## src/include/psfm_map.svh

```systemverilog
// Field positions, codes and timing constants of the phased serial flash master
`ifndef PSFM_MAP_SVH
`define PSFM_MAP_SVH

`define PSFM_STEPS 8
`define PSFM_WORD_W 32
`define PSFM_MODE_HI 21
`define PSFM_MODE_LO 20
`define PSFM_LEN_HI 19
`define PSFM_LEN_LO 8
`define PSFM_KIND_HI 5
`define PSFM_KIND_LO 4
`define PSFM_LANE_SINGLE 2'h0
`define PSFM_LANE_DUAL 2'h1
`define PSFM_LANE_QUAD 2'h2
`define PSFM_KIND_TX 2'h0
`define PSFM_KIND_DUMMY 2'h1
`define PSFM_KIND_RX 2'h2
`define PSFM_KIND_POLL 2'h3
`define PSFM_POLL_LIMIT 31:24
`define PSFM_POLL_MASK 23:16
`define PSFM_POLL_WANT 15:8
`define PSFM_POLL_READ 7:0
`define PSFM_FILLER 8'hff
`define PSFM_CLK_PERIOD_NS 10
`define PSFM_SCLK_PERIOD_NS 160
`define PSFM_HALF_CYC ((`PSFM_SCLK_PERIOD_NS) / (2 * `PSFM_CLK_PERIOD_NS))

`endif

```

## src/include/psfm_pkg.sv

```systemverilog
// Types shared by the phased serial flash master
package psfm_pkg;
    typedef enum logic [2:0] {
        psfm_idle,
        psfm_step,
        psfm_prep,
        psfm_low,
        psfm_high,
        psfm_end,
        psfm_push,
        psfm_drain
    } psfm_state_t;
    typedef logic [31:0] psfm_word_t;
endpackage : psfm_pkg

```

## src/include/psfm_stream_if.sv

```systemverilog
// Valid/ready word stream between the engine and its receive buffer
`timescale 1ns/1ps
interface psfm_stream_if #(parameter int W = 32);
    logic in_valid;
    logic in_ready;
    logic [W-1:0] in_data;
    logic out_valid;
    logic out_ready;
    logic [W-1:0] out_data;
    modport buffer (input in_valid, input in_data, input out_ready,
                    output in_ready, output out_valid, output out_data);
    modport user (output in_valid, output in_data, output out_ready,
                  input in_ready, input out_valid, input out_data);
endinterface : psfm_stream_if

```

## src/design/psfm_buf.sv

```systemverilog
// Two-entry word buffer with registered head, valid/ready on both sides
`timescale 1ns/1ps
module psfm_buf #(
    parameter int W = 32
) (
    input wire logic clock,
    input wire logic rst_b,
    psfm_stream_if.buffer s
);
    logic [W-1:0] head;
    logic [W-1:0] tail;
    logic head_full;
    logic tail_full;
    logic push;
    logic pop;

    // Full only when the second slot holds a word
    assign s.in_ready = ~tail_full;
    assign s.out_valid = head_full;
    assign s.out_data = head;
    assign push = s.in_valid & ~tail_full;
    assign pop = head_full & s.out_ready;

    // Head is the output register, tail absorbs one stalled word
    always_ff @(posedge clock or negedge rst_b) begin
        if (!rst_b) begin
            head <= '0;
            tail <= '0;
            head_full <= 1'b0;
            tail_full <= 1'b0;
        end else if (pop) begin
            if (tail_full) begin
                head <= tail;
                tail_full <= 1'b0;
            end else if (push) begin
                head <= s.in_data;
            end else begin
                head_full <= 1'b0;
            end
        end else if (push) begin
            if (!head_full) begin
                head <= s.in_data;
                head_full <= 1'b1;
            end else begin
                tail <= s.in_data;
                tail_full <= 1'b1;
            end
        end
    end
endmodule : psfm_buf

```

## src/design/psfm_top.sv

```systemverilog
// Phased serial flash master: runs up to eight programmed steps on a serial NOR flash
`timescale 1ns/1ps
`include "psfm_map.svh"

// How it works
// RL1: Go runs steps from zero up; step total is count minus one.
// RL2: Receive bytes land in the step's own word, readable after the end.
// RL3: Finishing a transaction clears the go flag.
// RL4: Poll reads bytes, compares masked value, stops on match or attempt ceiling.
// RL5: A poll ending without match sets the error flag.
// RL6: Transmit sends word from byte zero; byte order select picks its end.
// RL7: Dummy transmit sends filler bytes, transfer length of them, on configured lanes.
// RL8: With DMA assist, each filled receive word raises a DMA request.
// RL9: Each step moves exactly transfer length bytes, except poll steps, which move one byte per attempt.
// RL10: Flash repeats its status byte while chip select stays low.
// RL11: Lane field: zero single, one dual, two quad; three not allowed. The code runs code three as single lane.
// RL12: Kind field: zero transmit, one dummy, two receive, three poll.
// RL13: Poll word fields, high to low: ceiling, mask, wanted, sampled.
// RL14: Chip select low from first step start until last step completes.
module psfm_top #(
    parameter int HALF = `PSFM_HALF_CYC
) (
    input wire logic clock,
    input wire logic rst_b,
    input wire logic go_set,
    input wire logic [2:0] step_total,
    input wire logic byte_order_select,
    input wire logic use_dma,
    input wire logic [`PSFM_STEPS*32-1:0] step_setup,
    input wire logic [`PSFM_STEPS*32-1:0] step_word_in,
    input wire logic [3:0] io_in,
    input wire logic dma_ready,
    output psfm_pkg::psfm_word_t dma_data,
    output logic dma_req,
    output logic go,
    output logic error,
    output logic done,
    output logic chip_select_n,
    output logic sclk,
    output logic [3:0] io_out,
    output logic [3:0] io_oe,
    output logic [`PSFM_STEPS*32-1:0] step_word
);
    import psfm_pkg::*;

    psfm_state_t state;
    psfm_word_t word [`PSFM_STEPS];
    logic [3:0] io_meta;
    logic [3:0] io_sync;
    logic [2:0] step;
    logic [1:0] mode;
    logic [1:0] kind;
    logic [11:0] len;
    logic [11:0] bcnt;
    logic [7:0] tries;
    logic [7:0] sh;
    logic [7:0] rsh;
    logic [7:0] next_sh;
    logic [7:0] next_rsh;
    logic [2:0] bitleft;
    logic [7:0] div;
    logic [1:0] lane_idx;
    logic [4:0] lane_pos;
    logic last_byte;
    logic poll_hit;
    logic [31:0] cur_setup;
    psfm_stream_if #(.W(32)) rxs ();

    // Receive words queue here so a stalled DMA costs no data
    psfm_buf #(.W(32)) u_buf (
        .clock(clock),
        .rst_b(rst_b),
        .s(rxs.buffer)
    );
    assign rxs.in_valid = (state == psfm_push);
    assign rxs.in_data = word[step];
    assign rxs.out_ready = dma_ready;
    assign dma_req = rxs.out_valid; // see RL8
    assign dma_data = rxs.out_data;

    // Flatten the step words for software to read
    for (genvar g = 0; g < `PSFM_STEPS; g++) begin : g_words
        assign step_word[g*32 +: 32] = word[g];
    end

    // Byte slot within the word follows byte order select
    assign lane_idx = byte_order_select ? bcnt[1:0] : 2'h3 - bcnt[1:0]; // see RL6
    assign lane_pos = {lane_idx, 3'h0};
    assign last_byte = (bcnt + 12'h001 == len); // see RL9
    assign cur_setup = step_setup[step*32 +: 32];
    // Masked sampled byte against wanted value
    assign poll_hit = ((rsh & word[step][`PSFM_POLL_MASK]) == word[step][`PSFM_POLL_WANT]); // see RL4 RL13

    // Sampled bits enter from the lanes the step uses
    always_comb begin
        case (mode)
            `PSFM_LANE_DUAL: begin
                next_rsh = {rsh[5:0], io_sync[1:0]};
                next_sh = {sh[5:0], 2'h0};
            end
            `PSFM_LANE_QUAD: begin
                next_rsh = {rsh[3:0], io_sync};
                next_sh = {sh[3:0], 4'h0};
            end
            default: begin
                next_rsh = {rsh[6:0], io_sync[1]};
                next_sh = {sh[6:0], 1'b0};
            end
        endcase
    end

    // Pin data from the flash crosses in two flops
    always_ff @(posedge clock or negedge rst_b) begin
        if (!rst_b) begin
            io_meta <= 4'h0;
            io_sync <= 4'h0;
        end else begin
            io_meta <= io_in;
            io_sync <= io_meta;
        end
    end

    // Drive the lanes of the current mode; io2/io3 sit high in narrow modes
    function automatic logic [3:0] lanes(input logic [1:0] m, input logic [7:0] b);
        case (m)
            `PSFM_LANE_DUAL: lanes = {2'h3, b[7:6]};
            `PSFM_LANE_QUAD: lanes = b[7:4];
            default: lanes = {2'h3, 1'b0, b[7]};
        endcase
    endfunction : lanes

    // Step sequencer, bit clock divider and shifters
    always_ff @(posedge clock or negedge rst_b) begin
        if (!rst_b) begin
            state <= psfm_idle;
            step <= 3'h0;
            mode <= `PSFM_LANE_SINGLE;
            kind <= `PSFM_KIND_TX;
            len <= 12'h000;
            bcnt <= 12'h000;
            tries <= 8'h00;
            sh <= 8'h00;
            rsh <= 8'h00;
            bitleft <= 3'h0;
            div <= 8'h00;
            go <= 1'b0;
            error <= 1'b0;
            done <= 1'b0;
            chip_select_n <= 1'b1;
            sclk <= 1'b0;
            io_out <= 4'h0;
            io_oe <= 4'h0;
            for (int i = 0; i < `PSFM_STEPS; i++) begin
                word[i] <= 32'h0000_0000;
            end
        end else begin
            case (state)
                psfm_idle: begin
                    // A go while busy is ignored; words load only at start
                    if (go_set) begin
                        for (int i = 0; i < `PSFM_STEPS; i++) begin
                            word[i] <= step_word_in[i*32 +: 32];
                        end
                        step <= 3'h0; // see RL1
                        go <= 1'b1;
                        error <= 1'b0;
                        done <= 1'b0;
                        chip_select_n <= 1'b0; // see RL14
                        state <= psfm_step;
                    end
                end
                psfm_step: begin
                    mode <= cur_setup[`PSFM_MODE_HI:`PSFM_MODE_LO]; // see RL11
                    kind <= cur_setup[`PSFM_KIND_HI:`PSFM_KIND_LO]; // see RL12
                    len <= cur_setup[`PSFM_LEN_HI:`PSFM_LEN_LO];
                    bcnt <= 12'h000;
                    tries <= 8'h00;
                    state <= psfm_prep;
                    // Zero-length non-poll steps move no byte at all
                    if (cur_setup[`PSFM_KIND_HI:`PSFM_KIND_LO] != `PSFM_KIND_POLL &&
                        cur_setup[`PSFM_LEN_HI:`PSFM_LEN_LO] == 12'h000) begin // see RL9
                        if (step == step_total) begin
                            state <= psfm_drain;
                            chip_select_n <= 1'b1;
                            go <= 1'b0;
                            io_oe <= 4'h0; // see RL14
                        end else begin
                            step <= step + 3'h1;
                            state <= psfm_step;
                        end
                    end
                end
                psfm_prep: begin
                    // Reserved lane code three behaves as single lane
                    bitleft <= (mode == `PSFM_LANE_QUAD) ? 3'h1 : (mode == `PSFM_LANE_DUAL) ? 3'h3 : 3'h7;
                    div <= 8'h00;
                    state <= psfm_low;
                    if (kind == `PSFM_KIND_TX) begin
                        sh <= word[step][lane_pos +: 8]; // see RL6
                        io_out <= lanes(mode, word[step][lane_pos +: 8]);
                    end else begin
                        sh <= `PSFM_FILLER; // see RL7
                        io_out <= lanes(mode, `PSFM_FILLER);
                    end
                    // Lane code three keeps io1 as an input, like single lane
                    if (kind == `PSFM_KIND_TX || kind == `PSFM_KIND_DUMMY ||
                        (mode != `PSFM_LANE_DUAL && mode != `PSFM_LANE_QUAD)) begin
                        io_oe <= (mode == `PSFM_LANE_DUAL || mode == `PSFM_LANE_QUAD) ? 4'hf : 4'hd; // see RL11
                    end else begin
                        io_oe <= (mode == `PSFM_LANE_DUAL) ? 4'hc : 4'h0;
                    end
                end
                psfm_low: begin
                    div <= div + 8'h01;
                    if (div == 8'(HALF - 1)) begin
                        div <= 8'h00;
                        sclk <= 1'b1;
                        state <= psfm_high;
                    end
                end
                psfm_high: begin
                    div <= div + 8'h01;
                    // Sample late in the high half, after the sync delay settles
                    if (div == 8'(HALF - 1)) begin
                        div <= 8'h00;
                        sclk <= 1'b0;
                        rsh <= next_rsh;
                        sh <= next_sh;
                        io_out <= lanes(mode, next_sh);
                        bitleft <= bitleft - 3'h1;
                        state <= (bitleft == 3'h0) ? psfm_end : psfm_low;
                    end
                end
                psfm_end: begin
                    bcnt <= bcnt + 12'h001;
                    state <= psfm_prep;
                    if (kind == `PSFM_KIND_POLL) begin
                        word[step][`PSFM_POLL_READ] <= rsh;
                        tries <= tries + 8'h01;
                        // Ceiling zero polls until a match; only reset stops it
                        if (poll_hit) begin // see RL4
                            state <= psfm_step;
                        end else if (word[step][`PSFM_POLL_LIMIT] != 8'h00 &&
                                     tries + 8'h01 >= word[step][`PSFM_POLL_LIMIT]) begin
                            error <= 1'b1; // see RL5
                            state <= psfm_step;
                        end
                    end else begin
                        if (kind == `PSFM_KIND_RX) begin
                            word[step][lane_pos +: 8] <= rsh; // see RL2
                            if (use_dma && (bcnt[1:0] == 2'h3 || last_byte)) begin
                                state <= psfm_push; // see RL8
                            end else if (last_byte) begin
                                state <= psfm_step;
                            end
                        end else if (last_byte) begin
                            state <= psfm_step;
                        end
                    end
                    // Step done: advance or close the transaction
                    if (state == psfm_end && (last_byte || kind == `PSFM_KIND_POLL) &&
                        !(kind == `PSFM_KIND_RX && use_dma)) begin
                        if (kind != `PSFM_KIND_POLL || poll_hit ||
                            (word[step][`PSFM_POLL_LIMIT] != 8'h00 &&
                             tries + 8'h01 >= word[step][`PSFM_POLL_LIMIT])) begin
                            if (step == step_total) begin // see RL1
                                state <= psfm_drain;
                                chip_select_n <= 1'b1; // see RL14
                                go <= 1'b0; // see RL3
                                io_oe <= 4'h0;
                            end else begin
                                step <= step + 3'h1;
                            end
                        end
                    end
                end
                psfm_push: begin
                    // Bus clock pauses while the buffer is full
                    if (rxs.in_ready) begin
                        state <= psfm_prep;
                        // Count already moved past the pushed byte, so compare it whole
                        if (bcnt == len) begin // see RL9
                            if (step == step_total) begin
                                state <= psfm_drain;
                                chip_select_n <= 1'b1;
                                go <= 1'b0; // see RL3
                                io_oe <= 4'h0;
                            end else begin
                                step <= step + 3'h1;
                                state <= psfm_step;
                            end
                        end
                    end
                end
                psfm_drain: begin
                    // Done waits for the DMA to take the last word
                    if (!rxs.out_valid) begin
                        done <= 1'b1;
                        state <= psfm_idle;
                    end
                end
                default: state <= psfm_idle;
            endcase
        end
    end
endmodule : psfm_top

```

## config.mk

```make
export PLATFORM = sky130hd
export DESIGN_NAME = psfm_top
export DESIGN_NICKNAME = d
export VERILOG_FILES = /design/src/include/psfm_pkg.sv /design/src/include/psfm_stream_if.sv /design/src/design/psfm_buf.sv /design/src/design/psfm_top.sv
export VERILOG_INCLUDE_DIRS = /design/src /design/src/include
export SDC_FILE = /design/constraint.sdc
export NUM_CORES = 1
export LEC_CHECK = 0
export BUFFER_PORTS_ARGS = -buffer_cell sky130_fd_sc_hd__buf_4
export CORE_AREA = 2 2 326 328
export CTS_CLUSTER_SIZE = 30
export DETAILED_ROUTE_END_ITERATION = 10
export DIE_AREA = 0 0 328 330
export PLACE_DENSITY_LB_ADDON = 0.12
export REMOVE_ABC_BUFFERS = 1
export SYNTH_ARGS = -nofsm -noshare
export SYNTH_HDL_FRONTEND = slang
export SYNTH_SLANG_ARGS = --single-unit
```

## constraint.sdc

```tcl
create_clock -name clock -period 4.16 [get_ports clock]
set_input_delay 0.624 -clock clock [delete_from_list [all_inputs] [get_ports clock]]
set_output_delay 0.624 -clock clock [all_outputs]
set_load 0.005 [all_outputs]
```

# == Word level (Yosys, flattened, before mapping) ==
# Cells that the tools add are included.
# op_classes
n_reduce_logical,48
n_shift,4
mux,108
magnitude_cmp,3
eq_ne,38
n_addsub,7
bitwise,6
# ops
op,n
2-to-1 mux 256 bit,3
bitwise mux 256 bit,2
one-hot mux 256 bit (2 select lines),1
2-to-1 mux 32 bit,8
indexed part select 256 x 9 -> 22 bit,1
demux 32 bit (select 3 bit),2
binary-select mux 32 bit (select 3 bit),1
2-to-1 mux 3 bit,25
one-hot mux 8 bit (2 select lines),4
2-to-1 mux 4 bit,10
inequality test 2 bit (second input constant),16
variable shift 8 x 7 -> 32 bit (first input constant),1
indexed part select 32 x 6 -> 8 bit,1
indexed part select 8 x 7 -> 32 bit,1
2-to-1 mux 1 bit,27
== test 12 bit,2
2-to-1 mux 8 bit,3
one-hot mux 12 bit (2 select lines),1
one-hot mux 3 bit (8 select lines),1
one-hot mux 4 bit (2 select lines),3
AND reduction 3 bit,6
nonzero test 2 bit,9
adder 8 x 1 -> 8 bit (second input constant),2
one-hot mux 4 bit (4 select lines),1
42 further kinds,83
# word_totals
word_cells,246
out_inout_bits,302
register_bits,411
input_bits,525

# == Depth between registers and ports, before layout ==
# Gate-level depths: netlist of run 1.
# depth
ltp_word,13
ltp_mapped,17
mapped_depth_nobuf,13

# == Modules after synthesis ==
# Synthesis of run 1 repeated with hierarchy kept, for this count alone.
# unflattened
cells_unflattened,2659
area_unflattened_um2,24001.8
# modules_own_cells
module,area_per_inst_um2,n_inst,seq_area_each_um2,cells_each
psfm_top,20642.3,1,8609.5,2357
psfm_buf,3359.5,1,1651.6,302

# == Least setup slack after synthesis of run 1 ==
# OpenSTA, ideal clock, no wires.
# synth_path
kind,flip-flop to flip-flop
from,register step[1]
to,register step[0]
required_ps,4039
path_stages_with_launch,17
path_slack_ps,671
arrival_ps,3368
setup_ps,121
period_less_slack_ps,3489
path_buffers,3
path_cell_list,dfrtp_1 buf_6 buf_6 buf_6 mux4_2 mux2i_1 inv_1 ha_1 nand2b_1 a21o_1 a21oi_1 o21ai_0 a21oi_1 a41o_1 a311oi_4 nand3_1 a22o_1
# synth_via
word_cells_on_any_way,26
classes_between,order compare: 1; eq/ne: 5; shift: 1; mux: 10; bitwise: 2; reduce/logical: 7
# synth_rtl
element,line_no,source
start: declaration,psfm_top.sv:50,logic [2:0] step;
start signal: assignment,psfm_top.sv:188,step <= step + 3'h1;
start signal: assignment,psfm_top.sv:272,step <= step + 3'h1;
start signal: assignment,psfm_top.sv:289,step <= step + 3'h1;
inverter 3 -> 4 bit *,--,
binary-select mux 32 bit (select 3 bit) *,--,
2-to-1 mux 32 bit * (2 in a row),--,
named net rxs.in_data[24],psfm_stream_if.sv:6,logic [W-1:0] in_data;
>= comparator 8 bit or nonzero test 8 bit (tied branches),"psfm_top.sv:265, psfm_top.sv:264",
logical AND 1 bit *,psfm_top.sv:264,(word[step][`PSFM_POLL_LIMIT] != 8'h00 &&
logical OR 1 bit *,psfm_top.sv:263,if (kind != `PSFM_KIND_POLL || poll_hit ||
inequality test 2 x 1 -> 1 bit (no line) *,--,
AND reduction 7 bit (no line) *,--,
# Mark *: on every way through the listed nets, which the timed path passes. The rest lies on a longest branch. The select of a mux whose other input is x is not followed.
# A chain may end at the register's enable or synchronous reset.

# == Worst setup path in the final report of run 1 ==
# layout_path
from,register step[2]
to,register step[1]
# layout_via
elab_chain_len,10
word_cells_on_any_way,26
classes_between,order compare: 1; eq/ne: 5; shift: 1; mux: 10; bitwise: 2; reduce/logical: 7
# layout_rtl
element
branches (longest 10 deep; another with >= comparator 8 bit)
# Several ways; the timed one is not identified. The select of a mux whose other input is x is not followed.

==> results.txt, run 1 <==
- For this run, the total global-route usage over all layers was measured as 0.247.
- Among cell families on the critical path, the largest total delay comes from compound AO/OA/AOI/OAI gates.
- The analysis attributes to cell leakage a power of between 10 and 15 nW.
- The detailed router placed 24.2k vias in this run.
* Post-route DRC: 0
- CTS Hold Bufs: 0
* Worst voltage drop across the vdd grid: 344 uV
* Final setup violating endpoints: 0
* Wire length of the first global-routing pass: about 190000 um
- The run finished with clean final reports.
* Cell Chain, Critical Path: nor2b_2 > a221o_1 > a22oi_1 > buf_4 > ha_1 > a211o_1 > a31oi_1 > o21ai_0 > a21oi_1 > buf_4 > a41o_1 > a311oi_4 > and2_4 > a32o_1
* DP Cell Count: between 4k and 5k
- Buffer levels on the longest clock path: 3
- The floorplan step defined a core boundary enclosing approximately 0.10 mm2.
* Share of the core filled with cells: 0.310
- The initial antenna violation count is 17.
- The smallest clock period supported by the final layout is computed as between 3 and 4 ns.
- In this run the remaining antenna-violating nets after routing total 0.
* Worst endpoint required time: between 4 and 5 ns
- Die ar.: 0.108 mm2
* Number of placed I/O pins: around 830
- For this run, the post-layout net count is roughly 3.8k.
* Hold Violations, Final: 0
- Number of instances in the synthesized netlist: around 2.6k
- STA classifies the critical path startpoint as a register.
- After synthesis the netlist holds a flip-flop and latch count of 410.
* Area overhead of the layout relative to synthesis: 40.0%
* Cell type with the highest occurrence count on the critical path: sky130_fd_sc_hd__buf_4
* Mean cell area of the mapped netlist: around 8.9 um2
* Deepest level of the CTS H-tree: 2
* Starting Density: 0.221
- The number of buffers and inverters on the critical path is 2.
- Number of buffers added on ports: roughly 700
- After clock tree synthesis, the repair step resized 0 gates.
- In this run, synthesis inferred 0 flip-flops with an integrated enable.
* Clock latency reported for the late side of the worst-skew pair: between 0.6 and 0.7 ns
* Height of the die: 330 um
- The min-delay analysis places its worst path in the category in2async.
* Transition at the pin with the smallest max-transition slack: about 1.1 ns
* Buffer count from post-CTS setup fixing: 0
- FFs w/ async S/R, synth: 1.00
* Gr ovfl total: 0
* Slowest cell delay on critical path: 0.87 ns
- Fraction of the cycle the final worst path needs: 0.961
* Number of global-route vias before repair: around 24k
- Endpoint arrival time on the critical path: between 4 and 5 ns
- Row count: roughly 120
* Iteration-0 DRC count of the detailed router: approximately 2.0k
* Critical path endpoint category: register
* Root cell of the clock tree: sky130_fd_sc_hd__clkbuf_16
- The routed design has 138000 um of wire.
- Along the worst path, the maximum fanout reaches 12.
- Routability-driven placement finished with a final weighted congestion of between 0.8 and 0.9.
- For this run, the number of Yosys warnings is 0.
* Share of cells above drive strength 1: 0.313
* Total CTS buffers: 52
- The die is around 330 um wide.
- The count of final max-slew check failures is 0.
* Pin count of the biggest net entering global routing: roughly 140
- Across the run, the number of max-cap violations was 0.
- Leaving out filler cells and counting taps, the final layout contains 4754.
* Power density over cell area: around 750 mW/mm2
- The wire-length estimate of the detail-placed layout is 104000 um.
- The critical path is of the reg2reg type.
* Top_reg_cell synth: sky130_fd_sc_hd__dfrtp_1
- Seq/Total Area, Yosys: 0.443
- Clock-pin slew of the registers on the worst-case setup and hold paths: around 0.070 ns
* Average wire length per cell after detail routing: a little under 30 um
* Unrepaired setup endpoints after global routing: false
- The number of different library cells used by synthesis comes to 89.
* Critical-path top delay cell: sky130_fd_sc_hd__nor2b_2
* Maximum clock skew at final layout: approximately 0.036 ns
- Max-Slew Margin vs Limit: 0.226
- Highest clock rate: around 250 MHz
- TritonCTS clock tree: done
- Number of sinks driven by the clock tree: slightly above 400
* Post-synthesis instance area: around 0.023 mm2
- Via count normalized by instance count: around 5.1
- The pre-antenna-repair detailed-routing pass consisted of 6 iterations.
[logic make-up (layout without fill, tap and decap cells)]
family,Yosys count,count (layout),synth area share
AOI/OAI and AO/OA,975,975,0.264
muxes,136,136,0.0729
adders and majority gates,16,16,0.00864
other,0,15,0
and+or+nand+nor,799,799,0.151
xor gates and xnor gates,37,37,0.0140
buffers and inverters,242,975,0.0463
DFF,410,410,0.443
[registers in the layout (all words and copies together), names as in the netlist, 2 cells and up]
name and flops:
u_buf.s.out_data 32, len 12, rsh 8, io_out 4
kind 2, io_oe 3, step_word 256, io_sync 4
step 3, mode 2, io_meta 4, sh 7
tries 8, state 3, bcnt 12, bitleft 3
div 8, u_buf.tail 32
[stage by stage]
| step | total power [W] | cell area, um2 | hold WS, ns | setup WS, ns | setup TNS [ns] |
|---|---|---|---|---|---|
| global placement | 0.0195 | 30600 | 0.333 | 0.188 | 0 |
| finish | 0.0243 | 32400 | 0.0510 | 0.163 | 0 |
| CTS | 0.0245 | 32400 | 0.0429 | 0.147 | 0 |
| detailed placement | 0.0196 | 30600 | 0.336 | 0.184 | 0 |
| floorplan | 0.0121 | 22200 | 0.328 | -3.31 | -876.67 |
| global route | 0.0258 | 32400 | 0.0554 | 0.0710 | 0 |
[metal layers]
metal,GRT usage,share of wire
met5,0,0.00033
met3,0.0504,0.064
met4,0.0552,0.019
met1,0.341,0.45
met2,0.396,0.47
[layout by cell type (no fill, tap or decap), types with 25 or more instances in the layout]
cell                        Yosys  final
sky130_fd_sc_hd__o21ai_0      363    363
sky130_fd_sc_hd__clkbuf_16      0     53
sky130_fd_sc_hd__nand2_1      387    385
sky130_fd_sc_hd__a22oi_1      246    246
sky130_fd_sc_hd__a221oi_1      33     33
sky130_fd_sc_hd__a21oi_1      172    172
sky130_fd_sc_hd__and2_1        25     25
sky130_fd_sc_hd__mux2i_1       67     67
sky130_fd_sc_hd__mux2_2        39     39
sky130_fd_sc_hd__buf_4          6    846
sky130_fd_sc_hd__nor2_1       208    205
sky130_fd_sc_hd__dfrtp_1      409    406
sky130_fd_sc_hd__nand3_1       52     51
[cells in the mapped netlist (25+ instances only)]
cell type | instances | area [um2]
sky130_fd_sc_hd__nand2_1 | 387 | 1450
sky130_fd_sc_hd__a22oi_1 | 246 | 1850
sky130_fd_sc_hd__mux2i_1 | 67 | 671
sky130_fd_sc_hd__mux2_2 | 39 | 439
sky130_fd_sc_hd__o21ai_0 | 363 | 1820
sky130_fd_sc_hd__clkbuf_1 | 176 | 661
sky130_fd_sc_hd__nor2_1 | 208 | 781
sky130_fd_sc_hd__and2_1 | 25 | 156
sky130_fd_sc_hd__a21oi_1 | 172 | 861
sky130_fd_sc_hd__nand3_1 | 52 | 260
sky130_fd_sc_hd__dfrtp_1 | 409 | 10200
sky130_fd_sc_hd__a221oi_1 | 33 | 289
[power by group]
group          internal, W  total [W]  switching (W)
Combinational      0.00500     0.0121        0.00710
Sequential         0.00564    0.00734        0.00170
Clock              0.00282    0.00485        0.00203
[worst reg2reg max path, stage by stage, from the launching register on]
cell	delay [ns]
sky130_fd_sc_hd__dfrtp_4	0.59
sky130_fd_sc_hd__nor2b_2	0.88
sky130_fd_sc_hd__a221o_1	0.28
sky130_fd_sc_hd__a22oi_1	0.09
sky130_fd_sc_hd__buf_4	0.20
sky130_fd_sc_hd__ha_1	0.23
sky130_fd_sc_hd__a211o_1	0.23
sky130_fd_sc_hd__a31oi_1	0.14
sky130_fd_sc_hd__o21ai_0	0.10
sky130_fd_sc_hd__a21oi_1	0.21
sky130_fd_sc_hd__buf_4	0.15
sky130_fd_sc_hd__a41o_1	0.16
sky130_fd_sc_hd__a311oi_4	0.15
sky130_fd_sc_hd__and2_4	0.20
sky130_fd_sc_hd__a32o_1	0.25
[worst paths after layout]
check	from	endpoint	slack, ns	cells past startpoint
worst max-delay path	step[2]$_DFFE_PN0P_	step[1]$_DFFE_PN0P_	0.16	14
worst min register to register	io_meta[3]$_DFF_PN0_	io_sync[3]$_DFF_PN0_	0.35	0
worst max register to register	step[2]$_DFFE_PN0P_	step[1]$_DFFE_PN0P_	0.16	14
min in group clock	io_in[1]	io_meta[1]$_DFF_PN0_	0.08	1
worst min-delay path	rst_b	step_word[173]$_DFFE_PN0P_	0.05	1
max in group asynchronous	rst_b	step_word[66]$_DFFE_PN0P_	3.10	2
[cell type report]
type                            instances  area [um2]
Antenna cell                           15        37.5
Timing Repair Buffer                  861        6650
Fill cell                           11200       72200
Clock buffer                           79        1550
Tap cell                             1391        1740
Inverter                               16        60.1
Multi-Input combinational cell       1963       11900
Clock inverter                         19         205
Sequential cell                       410       10300
(Power assumes the default switching activity.)
==> inputs of run 2 (changes only) <==
--- a/config.mk
+++ b/config.mk
@@ -12,6 +12,7 @@
 export DETAILED_ROUTE_END_ITERATION = 10
 export DIE_AREA = 0 0 328 330
 export PLACE_DENSITY_LB_ADDON = 0.12
+export RECOVER_POWER = 50
 export REMOVE_ABC_BUFFERS = 1
 export SYNTH_ARGS = -nofsm -noshare
 export SYNTH_HDL_FRONTEND = slang
==> run 2 against run 1 <==
  * The flow now finishes with violations (capacitance limit, slew limit)
  * Critical endpoint unchanged
  * Setup slack got worse by 0.0063 ns
  * Clock skew up 0.00061 ns
  * Wire length about the same
  * First-iteration DRC count is 2.5% lower
  * Critical path type unchanged
  * Global-route usage unchanged
  * Non-clock buffer count is the same
  * Count of clock-buffer cells in the layout is the same
  * Largest cell class unchanged
  * Critical path depth is the same
  * Clock power about the same
  * Hold slack better by 0.049 ns
==> results.txt, run 2 (synthesis results as in run 1) <==
- Run status: finished, violations left
* Failing checks: capacitance limit, slew limit
- Clock latency reported for the late side of the worst-skew pair: between 0.6 and 0.7 ns
* Clock-pin slew of the registers on the worst-case setup and hold paths: roughly 0.060 ns
* Cell Chain, Critical Path: nor2b_2 > a221o_1 > a22oi_1 > buf_4 > ha_1 > a211o_1 > a31oi_1 > o21ai_0 > a21oi_1 > buf_4 > a41o_1 > a311oi_4 > and2_4 > a32o_1
* Count of max-cap constraint violations: 1
- The cell that appears most often on the critical path is sky130_fd_sc_hd__buf_4.
* Deepest level of the CTS H-tree: 2
- Post-detailed-routing wire length: ~140000 um
* Gr ovfl total: 0
* Setup slack at placement: ~0.18 ns
* Critical path endpoint category: register
* Resized cells post-CTS: 0
* Endpoint arrival time on the critical path: around 4.5 ns
* Largest fanout on the critical path: 12
- At the pin with the least slew margin, the transition time is ~2.8 ns.
* Buffer levels on the longest clock path: 3
- Height of the die: between 300 and 400 um
- Root cell of the clock tree: sky130_fd_sc_hd__clkbuf_16
- Derived from the worst setup path, the maximum achievable clock frequency is 250 MHz.
- Final setup violating endpoints: 0
- The detailed router finished its first iteration with roughly 2k violations.
* Remaining antenna violation count: 0
- Across the routed clock network, the largest skew measured is around 0.036 ns.
- Average wire length per cell after detail routing: around 29 um
* Max reg flops: between 200 and 300
- TritonCTS clock tree: done
* CTS Hold Bufs: 0
* Number of placed I/O pins: between 800 and 900
- For this run, design rule violations remaining after detail routing come to 0.
- Unrepaired setup endpoints after global routing: false
* Critical-path top delay cell: sky130_fd_sc_hd__nor2b_2
* Post-route total power: approximately 0.024 W
* Power density over cell area: between 700 and 800 mW/mm2
* Number of buffers added on ports: between 600 and 700
- Die ar.: between 0.1 and 0.15 mm2
* Most used cells in the layout excluding fill and tap cells: sky130_fd_sc_hd__buf_4 (702), sky130_fd_sc_hd__dfrtp_1 (406), sky130_fd_sc_hd__nand2_1 (385), sky130_fd_sc_hd__o21ai_0 (363), sky130_fd_sc_hd__a22oi_1 (246)
- In this run the static leakage power is ~14 nW.
* Gpl congestion: about 0.87
- Row count: around 120
- The worst path meets setup with between 0.15 and 0.2 ns of slack.
- The finished layout holds approximately 4.8k standard cells, fillers aside.
* Drt pass-1 iters: 6
* Pin count of the biggest net entering global routing: 142
- Detailed placement ended at an HPWL of approximately 100000 um.
- The number of global-route vias before repair is 23.9k.
- From left edge to right edge, the die measures around 330 um.
* Std-Cell Core Area: ~0.10 mm2
- Relative to the synthesized area, the layout overhead comes to 38.3%.
- Final layout net count: about 3.8k
- Worst voltage drop across the vdd grid: around 350 uV
- Overall via count from detail_route: 24.1k
- Worst endpoint required time: around 4.7 ns
- Counting the buffers created by CTS gives between 50 and 60.
- In this run the worst hold path is classified as in2reg.
* Leading cell type in the layout, fill and taps excluded: sky130_fd_sc_hd__buf_4
* Via count normalized by instance count: between 5 and 6
- In this run the tightest slew margin relative to its limit is -0.870.
- Final hold slack: roughly 0.10 ns
* Slowest cell delay on critical path: between 0.8 and 0.9 ns
* Antenna violations before repair: 19
* DP Cell Count: ~4.6k
- The count of final max-slew check failures was 86.
* Hold Violations, Final: 0
* Sort of element at the start of the critical path: register
- Wire length of the first global-routing pass: 191000 um
- The worst path in the final design needs a cycle of ~4 ns, including I/O delays and setup.
* Fraction of the cycle the final worst path needs: 0.962
* Crit Path Category: reg2reg
* Number of sinks driven by the clock tree: 410
* Tot GR Track Use: 0.247
* Buffer count from post-CTS setup fixing: 0
- Starting Density: 0.221
- Share of cells above drive strength 1: 0.288
==> run 2: per-layer routing <==
layer / wire (um) / GRT usage / up-vias
met5: 69 / 0 / -
met1: 62400 / 0.341 / 12200
met2: 64100 / 0.396 / 782
li1: - / - / 11000
met4: 2860 / 0.0552 / 10
met3: 8500 / 0.0504 / 132
==> run 2: final cells by class <==
type | instances | area (um2)
Antenna cell | 14 | 35.0
Clock buffer | 79 | 1550
Clock inverter | 19 | 205
Fill cell | 11300 | 72600
Inverter | 16 | 60.1
Multi-Input combinational cell | 1963 | 11900
Sequential cell | 410 | 10300
Tap cell | 1391 | 1740
Timing Repair Buffer | 861 | 6260
==> run 2: path summary, 6_finish.rpt <==
kind | cells after the start | slack, ns | startpoint | endpoint
worst max-delay path | 14 | 0.16 | step[2]$_DFFE_PN0P_ | step[1]$_DFFE_PN0P_
min in group asynchronous | 1 | 0.84 | rst_b | step_word[173]$_DFFE_PN0P_
worst max register to register | 14 | 0.16 | step[2]$_DFFE_PN0P_ | step[1]$_DFFE_PN0P_
worst min-delay path | 1 | 0.10 | io_in[1] | io_meta[1]$_DFF_PN0_
worst min register to register | 0 | 0.35 | io_meta[3]$_DFF_PN0_ | io_sync[3]$_DFF_PN0_
max in group asynchronous | 2 | 0.71 | rst_b | step_word[96]$_DFFE_PN0P_
==> run 2: worst max-delay path, delay by kind of cell (launching register included) <==
kind / cells / cell delay [ns]
and+or+nand+nor: 2 / 1.07
DFF: 1 / 0.60
AOI/OAI and AO/OA: 9 / 1.59
adders and majority gates: 1 / 0.23
buffers and inverters: 2 / 0.35
==> run 2: metrics by stage <==
step / setup TNS, ns / utilization / area, um2
after detailed placement: 0 / 0.293 / 30600
after floorplan: -876.67 / - / 22200
after global routing: 0 / 0.306 / 32000
after global placement: 0 / 0.293 / 30600
after CTS: 0 / 0.309 / 32400
final: 0 / 0.306 / 32000
==> run 2: where the power goes <==
| group | internal (W) | leakage, nW | switching [W] |
|---|---|---|---|
| sequential | 0.00564 | 5.11 | 0.00168 |
| combinational | 0.00469 | 8.25 | 0.00710 |
| clock | 0.00282 | 0.875 | 0.00204 |
| total | 0.0131 | 14.2 | 0.0108 |
